<file path="src/core/zone_cmd_pkg.sv">
package zone_cmd_pkg;
	localparam int WORD_W = 16;
	localparam int ADDR_W = 12;
	localparam int ZONE_UP = 0;
	localparam int ZONE_DN = 1;

	// index 0 is the upstream zone or left roller, 1 downstream or right, except the induct pairs where 0 is word1 and 1 is word2
	localparam logic [1:0][11:0] TRK1_OFS = {12'h642, 12'h640};
	localparam logic [1:0][11:0] TRK2_OFS = {12'h643, 12'h641};
	localparam logic [1:0][11:0] ACC_OFS = {12'h645, 12'h644};
	localparam logic [1:0][11:0] SPD_OFS = {12'h647, 12'h646};
	localparam logic [1:0][11:0] REL_OFS = {12'h649, 12'h648};
	localparam logic [11:0] INDUCT_OFS = 12'h64A;
	localparam logic [11:0] DISCH_OFS = 12'h64B;
	localparam logic [1:0][11:0] IND_FWD_OFS = {12'h64D, 12'h64C};
	localparam logic [1:0][11:0] IND_REV_OFS = {12'h64F, 12'h64E};
	localparam logic [11:0] MERR_OFS = 12'h650;
	localparam logic [11:0] AUX_OFS = 12'h651;
	localparam logic [11:0] RSVD_OFS = 12'h652;

	localparam int ACC_MODE_BIT = 0;
	localparam int ACC_UPACC_BIT = 8;
	localparam int ACC_ARRIVE_BIT = 9;
	localparam int ACC_JOGF_BIT = 10;
	localparam int ACC_JOGR_BIT = 11;
	localparam int ACC_WAKE_BIT = 12;
	localparam int ACC_MAINT_BIT = 13;
	localparam logic [15:0] ACC_MASK = 16'h3F01;

	localparam int AUX_DIR_LSB = 8;
	localparam int AUX_LVL_LSB = 12;

	localparam logic [15:0] INDUCT_RUN_CMD = 16'h0004;
	localparam logic [15:0] INDUCT_TAKE_CMD = 16'h0001;
	localparam logic [15:0] DIS_HOLD_CMD = 16'h0005;
	localparam logic [15:0] DIS_PERMIT_CMD = 16'h0001;
	localparam logic [15:0] MERR_OFF = 16'h0000;
	localparam logic [15:0] MERR_ON = 16'h0001;
	localparam logic [15:0] TRK_KEEP = 16'h0000;
	localparam logic [15:0] TRK_CLEAR = 16'hFFFF;
	localparam logic [15:0] WORD_ZERO = 16'h0000;
endpackage

</file>
<file path="src/core/zone_output_command_regs.sv">
module zone_output_command_regs #(
	parameter logic [15:0] SPEED_RST = 16'h0000
) (
	input wire logic i_clk,
	input wire logic i_nrst,
	input wire logic i_wr_en,
	input wire logic [11:0] i_wr_addr,
	input wire logic [15:0] i_wr_data,
	input wire logic i_reverse,
	input wire logic [1:0] i_arrival,
	output logic [1:0] o_accum_mode,
	output logic [1:0] o_accum_upstream,
	output logic [1:0] o_arrival_confirm,
	output logic [1:0] o_jog_fwd,
	output logic [1:0] o_jog_rev,
	output logic [1:0] o_wake,
	output logic [1:0] o_maint,
	output logic [1:0] o_release,
	output logic [1:0] o_hold_next,
	output logic [1:0][15:0] o_trk_word1,
	output logic [1:0][15:0] o_trk_word2,
	output logic [1:0][15:0] o_roller_speed,
	output logic o_induct_run,
	output logic o_discharge_hold,
	output logic o_discharge_permit,
	output logic o_motor_err_reset,
	output logic [1:0] o_aux_oe,
	output logic [1:0] o_aux_out
);

	typedef struct packed {
		logic [1:0][15:0] hold1;
		logic [1:0][15:0] hold2;
		logic [1:0][15:0] trk1;
		logic [1:0][15:0] trk2;
		logic [1:0][15:0] acc;
		logic [1:0][15:0] speed;
		logic [1:0][15:0] rel_val;
		logic [1:0][15:0] ind_fwd;
		logic [1:0][15:0] ind_rev;
		logic [1:0] rel;
		logic [1:0] armed;
		logic [1:0] aux_oe;
		logic [1:0] aux_out;
		logic induct_run;
		logic dis_hold;
		logic dis_permit;
		logic merr;
	} state_s;

	state_s s_r;
	state_s s_nxt;
	logic [1:0] rel_go;
	logic induct_take;

	function automatic logic is_wr(
		input logic en,
		input logic [11:0] addr,
		input logic [11:0] ofs
	);
		is_wr = en && (addr == ofs);
	endfunction

	// returns {word1, word2} for the real tracking data
	function automatic logic [31:0] resolve(
		input logic [15:0] cur1,
		input logic [15:0] cur2,
		input logic [15:0] new1,
		input logic [15:0] new2
	);
		logic [31:0] res;
		res = {new1, new2};
		if (new1 == zone_cmd_pkg::TRK_KEEP &&
			new2 == zone_cmd_pkg::TRK_KEEP) begin
			res = {cur1, cur2};
		end else if (new1 == zone_cmd_pkg::TRK_CLEAR &&
			new2 == zone_cmd_pkg::TRK_CLEAR) begin
			res = {zone_cmd_pkg::WORD_ZERO, zone_cmd_pkg::WORD_ZERO};
		end
		resolve = res;
	endfunction

	function automatic logic bit_of(
		input logic [15:0] w,
		input int b
	);
		bit_of = w[b];
	endfunction

	always_comb begin
		s_nxt = s_r;
		rel_go = 2'h0;
		induct_take = 1'h0;
		s_nxt.rel = 2'h0;
		for (int z = 0; z < 2; z++) begin
			// tracking words only land in holding storage here
			if (is_wr(i_wr_en, i_wr_addr,
				zone_cmd_pkg::TRK1_OFS[z])) begin
				s_nxt.hold1[z] = i_wr_data;
			end
			if (is_wr(i_wr_en, i_wr_addr,
				zone_cmd_pkg::TRK2_OFS[z])) begin
				s_nxt.hold2[z] = i_wr_data;
			end
			// reserved control bits are dropped on write
			if (is_wr(i_wr_en, i_wr_addr,
				zone_cmd_pkg::ACC_OFS[z])) begin
				s_nxt.acc[z] = i_wr_data & zone_cmd_pkg::ACC_MASK;
			end
			// zero is not a stop command, so the old setpoint stays
			if (is_wr(i_wr_en, i_wr_addr, zone_cmd_pkg::SPD_OFS[z]) &&
				i_wr_data != zone_cmd_pkg::WORD_ZERO) begin
				s_nxt.speed[z] = i_wr_data;
			end
			if (is_wr(i_wr_en, i_wr_addr,
				zone_cmd_pkg::REL_OFS[z])) begin
				s_nxt.rel_val[z] = i_wr_data;
				rel_go[z] = s_r.acc[z][zone_cmd_pkg::ACC_MODE_BIT] &&
					(i_wr_data != s_r.rel_val[z]);
			end
			if (is_wr(i_wr_en, i_wr_addr,
				zone_cmd_pkg::IND_FWD_OFS[z])) begin
				s_nxt.ind_fwd[z] = i_wr_data;
			end
			if (is_wr(i_wr_en, i_wr_addr,
				zone_cmd_pkg::IND_REV_OFS[z])) begin
				s_nxt.ind_rev[z] = i_wr_data;
			end
			if (i_arrival[z]) begin
				s_nxt.armed[z] = 1'h0;
			end
			// a release in the arrival cycle still arms the zone
			if (rel_go[z]) begin
				s_nxt.rel[z] = 1'h1;
				s_nxt.armed[z] = 1'h1;
				{s_nxt.trk1[z], s_nxt.trk2[z]} = resolve(s_r.trk1[z],
					s_r.trk2[z], s_r.hold1[z], s_r.hold2[z]);
			end
			if (is_wr(i_wr_en, i_wr_addr, zone_cmd_pkg::AUX_OFS)) begin
				s_nxt.aux_oe[z] =
					i_wr_data[zone_cmd_pkg::AUX_DIR_LSB + z];
				s_nxt.aux_out[z] =
					i_wr_data[zone_cmd_pkg::AUX_LVL_LSB + z] &&
					i_wr_data[zone_cmd_pkg::AUX_DIR_LSB + z];
			end
		end

		// induct handshake with a conveyor outside our control
		if (is_wr(i_wr_en, i_wr_addr, zone_cmd_pkg::INDUCT_OFS)) begin
			if (i_wr_data == zone_cmd_pkg::INDUCT_RUN_CMD) begin
				s_nxt.induct_run = 1'h1;
			end else if (i_wr_data == zone_cmd_pkg::INDUCT_TAKE_CMD) begin
				s_nxt.induct_run = 1'h0;
				induct_take = 1'h1;
			end
		end
		// induct data wins over a same-cycle upstream release copy
		if (induct_take) begin
			if (i_reverse) begin
				{s_nxt.trk1[zone_cmd_pkg::ZONE_UP],
					s_nxt.trk2[zone_cmd_pkg::ZONE_UP]} = resolve(
					s_r.trk1[zone_cmd_pkg::ZONE_UP],
					s_r.trk2[zone_cmd_pkg::ZONE_UP],
					s_r.ind_rev[0], s_r.ind_rev[1]);
			end else begin
				{s_nxt.trk1[zone_cmd_pkg::ZONE_UP],
					s_nxt.trk2[zone_cmd_pkg::ZONE_UP]} = resolve(
					s_r.trk1[zone_cmd_pkg::ZONE_UP],
					s_r.trk2[zone_cmd_pkg::ZONE_UP],
					s_r.ind_fwd[0], s_r.ind_fwd[1]);
			end
		end

		// discharge handshake; other values leave the state alone
		if (is_wr(i_wr_en, i_wr_addr, zone_cmd_pkg::DISCH_OFS)) begin
			if (i_wr_data == zone_cmd_pkg::DIS_HOLD_CMD) begin
				s_nxt.dis_hold = 1'h1;
				s_nxt.dis_permit = 1'h0;
			end else if (i_wr_data == zone_cmd_pkg::DIS_PERMIT_CMD) begin
				s_nxt.dis_hold = 1'h0;
				s_nxt.dis_permit = 1'h1;
			end
		end

		// values other than 0 and 1 are refused
		if (is_wr(i_wr_en, i_wr_addr, zone_cmd_pkg::MERR_OFS)) begin
			if (i_wr_data == zone_cmd_pkg::MERR_ON) begin
				s_nxt.merr = 1'h1;
			end else if (i_wr_data == zone_cmd_pkg::MERR_OFF) begin
				s_nxt.merr = 1'h0;
			end
		end
		// the reserved word at its offset decodes to nothing
	end

	always_ff @(posedge i_clk) begin
		if (!i_nrst) begin
			s_r <= '0;
			s_r.speed <= {SPEED_RST, SPEED_RST};
		end else begin
			s_r <= s_nxt;
		end
	end

	always_comb begin
		for (int z = 0; z < 2; z++) begin
			o_accum_mode[z] = s_r.acc[z][zone_cmd_pkg::ACC_MODE_BIT];
			o_accum_upstream[z] =
				s_r.acc[z][zone_cmd_pkg::ACC_UPACC_BIT];
			o_arrival_confirm[z] =
				s_r.acc[z][zone_cmd_pkg::ACC_ARRIVE_BIT];
			o_jog_fwd[z] = s_r.acc[z][zone_cmd_pkg::ACC_JOGF_BIT];
			o_jog_rev[z] = s_r.acc[z][zone_cmd_pkg::ACC_JOGR_BIT];
			o_wake[z] = s_r.acc[z][zone_cmd_pkg::ACC_WAKE_BIT];
			o_maint[z] = s_r.acc[z][zone_cmd_pkg::ACC_MAINT_BIT];
		end
	end

	assign o_release = s_r.rel;
	assign o_hold_next = s_r.armed;
	assign o_trk_word1 = s_r.trk1;
	assign o_trk_word2 = s_r.trk2;
	assign o_roller_speed = s_r.speed;
	assign o_induct_run = s_r.induct_run;
	assign o_discharge_hold = s_r.dis_hold;
	assign o_discharge_permit = s_r.dis_permit;
	assign o_motor_err_reset = s_r.merr;
	assign o_aux_oe = s_r.aux_oe;
	assign o_aux_out = s_r.aux_out;
endmodule

</file>
<file path="config.mk">
export PLATFORM = sky130hd
export DESIGN_NAME = zone_output_command_regs
export DESIGN_NICKNAME = d
export VERILOG_FILES = /design/src/core/zone_cmd_pkg.sv /design/src/core/zone_output_command_regs.sv
export SDC_FILE = /design/constraint.sdc
export NUM_CORES = 1
export LEC_CHECK = 0
export ABC_AREA = 1
export BUFFER_PORTS_ARGS = -buffer_cell sky130_fd_sc_hd__buf_2
export CORE_MARGIN = 1.5
export CORE_UTILIZATION = 30
export DETAILED_ROUTE_END_ITERATION = 10
export PLACE_DENSITY = 0.5
export SYNTH_ARGS = -nofsm -noshare
export SYNTH_HDL_FRONTEND = slang
export SYNTH_SLANG_ARGS = --single-unit
</file>
<file path="constraint.sdc">
create_clock -name i_clk -period 5.8 [get_ports i_clk]
set_input_delay 1.45 -clock i_clk [delete_from_list [all_inputs] [get_ports i_clk]]
set_output_delay 1.45 -clock i_clk [all_outputs]
set_load 0.01 [all_outputs]
</file>
==> flow_results.xml <==
<?xml version="1.0" encoding="UTF-8"?>
<metrics>
  <group name="run_status">
    <metric name="result_of_the_run" unit="">finished with violations</metric>
    <metric name="violations" unit="">design-rule violations</metric>
  </group>
  <group name="synthesis">
    <metric name="syn_nets" unit="">2183</metric>
    <metric name="synth.largest_area_cell" unit="">sky130_fd_sc_hd__dfxtp_1</metric>
    <metric name="postSynth.topFlopCell" unit="">sky130_fd_sc_hd__dfxtp_1</metric>
    <metric name="synthDistinctLibCells" unit="">32</metric>
    <metric name="ys_top_cells_by_area" unit="">sky130_fd_sc_hd__dfxtp_1 (40%), sky130_fd_sc_hd__nand2_1 (13%), sky130_fd_sc_hd__inv_1 (7.2%), sky130_fd_sc_hd__nor2_1 (6.9%), sky130_fd_sc_hd__a21oi_1 (6.8%)</metric>
    <metric name="synthCells" unit="">2149</metric>
    <metric name="syn_area" unit="um^2">14200</metric>
    <metric name="synth-seq-cells" unit="">282</metric>
    <metric name="asyncSetResetFlopFracSynth" unit="%">0</metric>
    <metric name="yosys_warnings" unit="">0</metric>
    <metric name="syn_area_per_cell" unit="um^2">6.63</metric>
    <metric name="yosysSeqAreaShare" unit="%">39.6</metric>
    <metric name="synth_edf_count" unit="">0</metric>
    <metric name="synth.most_common_cell" unit="">sky130_fd_sc_hd__nand2_1</metric>
    <metric name="synth.top_cells.by_count" unit="">sky130_fd_sc_hd__nand2_1 (487), sky130_fd_sc_hd__dfxtp_1 (282), sky130_fd_sc_hd__inv_1 (275)</metric>
    <metric name="yosys.area.top_type_share" unit="%">39.6</metric>
  </group>
  <group name="placed_design">
    <metric name="io_buffers" unit="">155</metric>
    <metric name="place_congestion" unit="">0.832</metric>
    <metric name="detailed_place_hpwl" unit="mm">30.0</metric>
  </group>
  <group name="timing">
    <metric name="hold_ws" unit="ns">0.442</metric>
    <metric name="maxClockFrequency" unit="GHz">0.253</metric>
    <metric name="finalSetupViolCount" unit="">0</metric>
    <metric name="finalHoldViolCount" unit="">0</metric>
    <metric name="setup_total_negative_slack" unit="ns">0</metric>
    <metric name="post_route_clock_period_utilization" unit="%">68.1</metric>
    <metric name="period_needed" unit="ns">3.95</metric>
    <metric name="drv_slew" unit="">0</metric>
    <metric name="worst_pin_slew" unit="ns">1.19</metric>
    <metric name="finClkSkew" unit="ns">0.0186</metric>
    <metric name="slew-limit-headroom" unit="%">20.6</metric>
    <metric name="rsz0062_at_grt" unit="">no</metric>
  </group>
  <group name="power">
    <metric name="pwr_density_cell" unit="nW/um^2">264</metric>
    <metric name="power.ir.vdd_worst" unit="mV">0.229</metric>
    <metric name="cellLeakagePower" unit="nW">7.06</metric>
  </group>
  <group name="min_path">
    <metric name="min_path_type" unit="">flop to flop</metric>
  </group>
  <group name="cells_and_area">
    <metric name="area_growth_syn_to_layout" unit="%">8.86</metric>
    <metric name="share_of_layout_cells_above_drive_strength_1" unit="%">12.3</metric>
    <metric name="final_nets" unit="">2143</metric>
    <metric name="fillerInstances" unit="">5122</metric>
    <metric name="post-route-util" unit="%">33.2</metric>
    <metric name="antenna-diode-count" unit="">0</metric>
  </group>
  <group name="route">
    <metric name="finalWirelength" unit="mm">43.5</metric>
    <metric name="final_antenna_net_count" unit="">0</metric>
    <metric name="firstDrtPassIters" unit="">8</metric>
    <metric name="wl_per_cell" unit="um">15.9</metric>
    <metric name="post-route-drc-count" unit="">6</metric>
    <metric name="vias" unit="">12500</metric>
    <metric name="via_per_inst" unit="">4.57</metric>
    <metric name="drt_iter0_drc" unit="">766</metric>
  </group>
  <group name="global_routing">
    <metric name="antenna_found_initial" unit="">0</metric>
    <metric name="grt_overflow" unit="">0</metric>
    <metric name="grt_max_degree" unit="">106</metric>
    <metric name="global_route_usage_over_all_layers" unit="%">17.5</metric>
    <metric name="grt_first_pass_wirelength" unit="mm">69.0</metric>
    <metric name="grt_pass1_vias" unit="">12000</metric>
  </group>
  <group name="critical_path">
    <metric name="timing.critical_path.arrival" unit="ns">4.43</metric>
    <metric name="path_max_fanout" unit="">33</metric>
    <metric name="timing.critical_path.slowest_cell_delay" unit="ns">0.74</metric>
    <metric name="cp_common_cell" unit="">sky130_fd_sc_hd__nor2_1</metric>
    <metric name="critical_path_class" unit="">input port to flop</metric>
    <metric name="worst-path-buf-inv" unit="">3</metric>
    <metric name="cp-end-kind" unit="">flop</metric>
    <metric name="start_kind" unit="">input port</metric>
    <metric name="crit_slowest_cell" unit="">sky130_fd_sc_hd__nand2_2</metric>
    <metric name="path_cells" unit="">buf_2 -&gt; nor2_1 -&gt; nand3_1 -&gt; nor2_2 -&gt; nand3_1 -&gt; buf_4 -&gt; nor2_1 -&gt; nand3_2 -&gt; nand2_2 -&gt; nand2_1 -&gt; inv_2 -&gt; nor2_1</metric>
    <metric name="critical_path_required" unit="ns">6.28</metric>
    <metric name="critPathTopFamily" unit="">simple AND/OR/NAND/NOR gates</metric>
  </group>
  <group name="clock_tree">
    <metric name="post_cts_resized" unit="">0</metric>
    <metric name="cts-hold-fix-buffers" unit="">0</metric>
    <metric name="clk_transition_reported_paths" unit="ns">0.06</metric>
    <metric name="clock_sink_count" unit="">282</metric>
    <metric name="clock_tree.buffer_depth" unit="">3</metric>
    <metric name="clock_tree.root_cell" unit="">sky130_fd_sc_hd__clkbuf_16</metric>
    <metric name="cts_made_buffers" unit="">31</metric>
    <metric name="number_of_post_cts_setup_repair_buffers" unit="">0</metric>
    <metric name="cts_tree" unit="">built</metric>
    <metric name="insertion_delay" unit="ns">0.58</metric>
    <metric name="clock_tree.htree_level_count" unit="">1</metric>
  </group>
  <group name="floorplan">
    <metric name="ios" unit="">156</metric>
    <metric name="design.die.area" unit="um^2">48800</metric>
    <metric name="floorplan.core_area" unit="um^2">46700</metric>
    <metric name="floorplan.initialDensity" unit="%">30.5</metric>
    <metric name="std_cell_rows" unit="">79</metric>
    <metric name="die_height" unit="um">221</metric>
    <metric name="die-width" unit="um">221</metric>
  </group>
  <group name="run">
    <metric name="maxCapViolCount" unit="">0</metric>
  </group>
</metrics>
==> cell type report <==
cell class | count | area [um^2] | area share [%]
multi-input combinational | 1334 | 6060 | 39.1
sequential | 282 | 5650 | 36.4
inverter | 286 | 1070 | 6.92
timing repair buffer | 174 | 921 | 5.94
clock buffer | 40 | 880 | 5.67
tap | 607 | 759 | 4.90
clock inverter | 18 | 160 | 1.03
==> through the flow <==
| step | worst slack [ns] | power (mW) | instances | instance area (um^2) |
|---|---|---|---|---|
| finish | 1.85 | 4.09 | 2741 | 15500 |
| global route | 1.45 | 4.24 | 2741 | 15500 |
| CTS | 1.80 | 4.15 | 2741 | 15500 |
| detailed placement | 1.18 | 2.13 | 2683 | 14500 |
| global placement | 1.24 | 2.13 | 2683 | 14500 |
| floorplan | 2.97 | 2.07 | 2149 | 14200 |
==> state kept, by name, indices dropped and copies added, names as in the netlist, 32 cells and up <==
register        count
s_r               160
o_roller_speed     32
o_trk_word1        32
o_trk_word2        32
==> cell usage in the layout, fill, tap and decap left out, types with 5 or more instances in the layout <==
| cell | instances |
|---|---|
| sky130_fd_sc_hd__buf_4 | 20 |
| sky130_fd_sc_hd__clkinv_2 | 9 |
| sky130_fd_sc_hd__buf_2 | 154 |
| sky130_fd_sc_hd__nand3_2 | 5 |
| sky130_fd_sc_hd__o21ai_0 | 169 |
| sky130_fd_sc_hd__nand2_1 | 487 |
| sky130_fd_sc_hd__inv_1 | 274 |
| sky130_fd_sc_hd__nor2_1 | 261 |
| sky130_fd_sc_hd__clkinvlp_4 | 5 |
| sky130_fd_sc_hd__xor2_1 | 6 |
| sky130_fd_sc_hd__a21boi_0 | 14 |
| sky130_fd_sc_hd__a21oi_1 | 193 |
| sky130_fd_sc_hd__dfxtp_1 | 282 |
| sky130_fd_sc_hd__o21bai_1 | 16 |
| sky130_fd_sc_hd__nor3_1 | 16 |
| sky130_fd_sc_hd__nand3_1 | 92 |
| sky130_fd_sc_hd__inv_2 | 12 |
| sky130_fd_sc_hd__nor2_2 | 6 |
| sky130_fd_sc_hd__a211oi_1 | 39 |
| sky130_fd_sc_hd__clkbuf_8 | 7 |
| sky130_fd_sc_hd__nand4_1 | 18 |
| sky130_fd_sc_hd__clkbuf_16 | 31 |
==> path summary, 6_finish.rpt <==
check,to,depth (start not counted),start,slack [ns]
max,o_trk_word2[14],12,i_wr_addr[5],1.85
min,o_roller_speed[13],2,o_roller_speed[13],0.44
max reg2reg,o_trk_word2[14],11,s_r[244],3.24
min reg2reg,o_roller_speed[13],2,o_roller_speed[13],0.44
==> power breakdown <==
group / total, mW / switching, mW / internal [mW] / leakage (nW)
sequential: 1.94 / 0.000256 / 1.94 / 2.27
clock: 2.00 / 0.842 / 1.16 / 0.508
combinational: 0.152 / 0.119 / 0.0325 / 4.28
==> cell families (layout without fill, tap and decap cells) <==
logic type	count (synthesis)	count (layout)	share of synthesized area [%]
AOI/OAI and AO/OA	431	431	16.4
xor gates and xnor gates	6	6	0.369
buffers and inverters	533	518	17.8
DFF	282	282	39.6
and+or+nand+nor	897	897	25.8
==> routing by layer <==
metal / GRT usage, % / share of wire (%) / vias up
li1: - / - / 6549
met1: 24.5 / 49 / 5634
met2: 27.9 / 44 / 283
met3: 2.56 / 4.8 / 58
met4: 5.27 / 2.6 / 0
met5: 0 / 0 / -
==> worst reg2reg max path: cells and delay by family (launching register included) <==
family	cells	cell delay [ns]
DFF	1	0.42
and+or+nand+nor	9	1.90
buffers and inverters	2	0.16
Note: power is estimated with default switching activity, not from simulation.
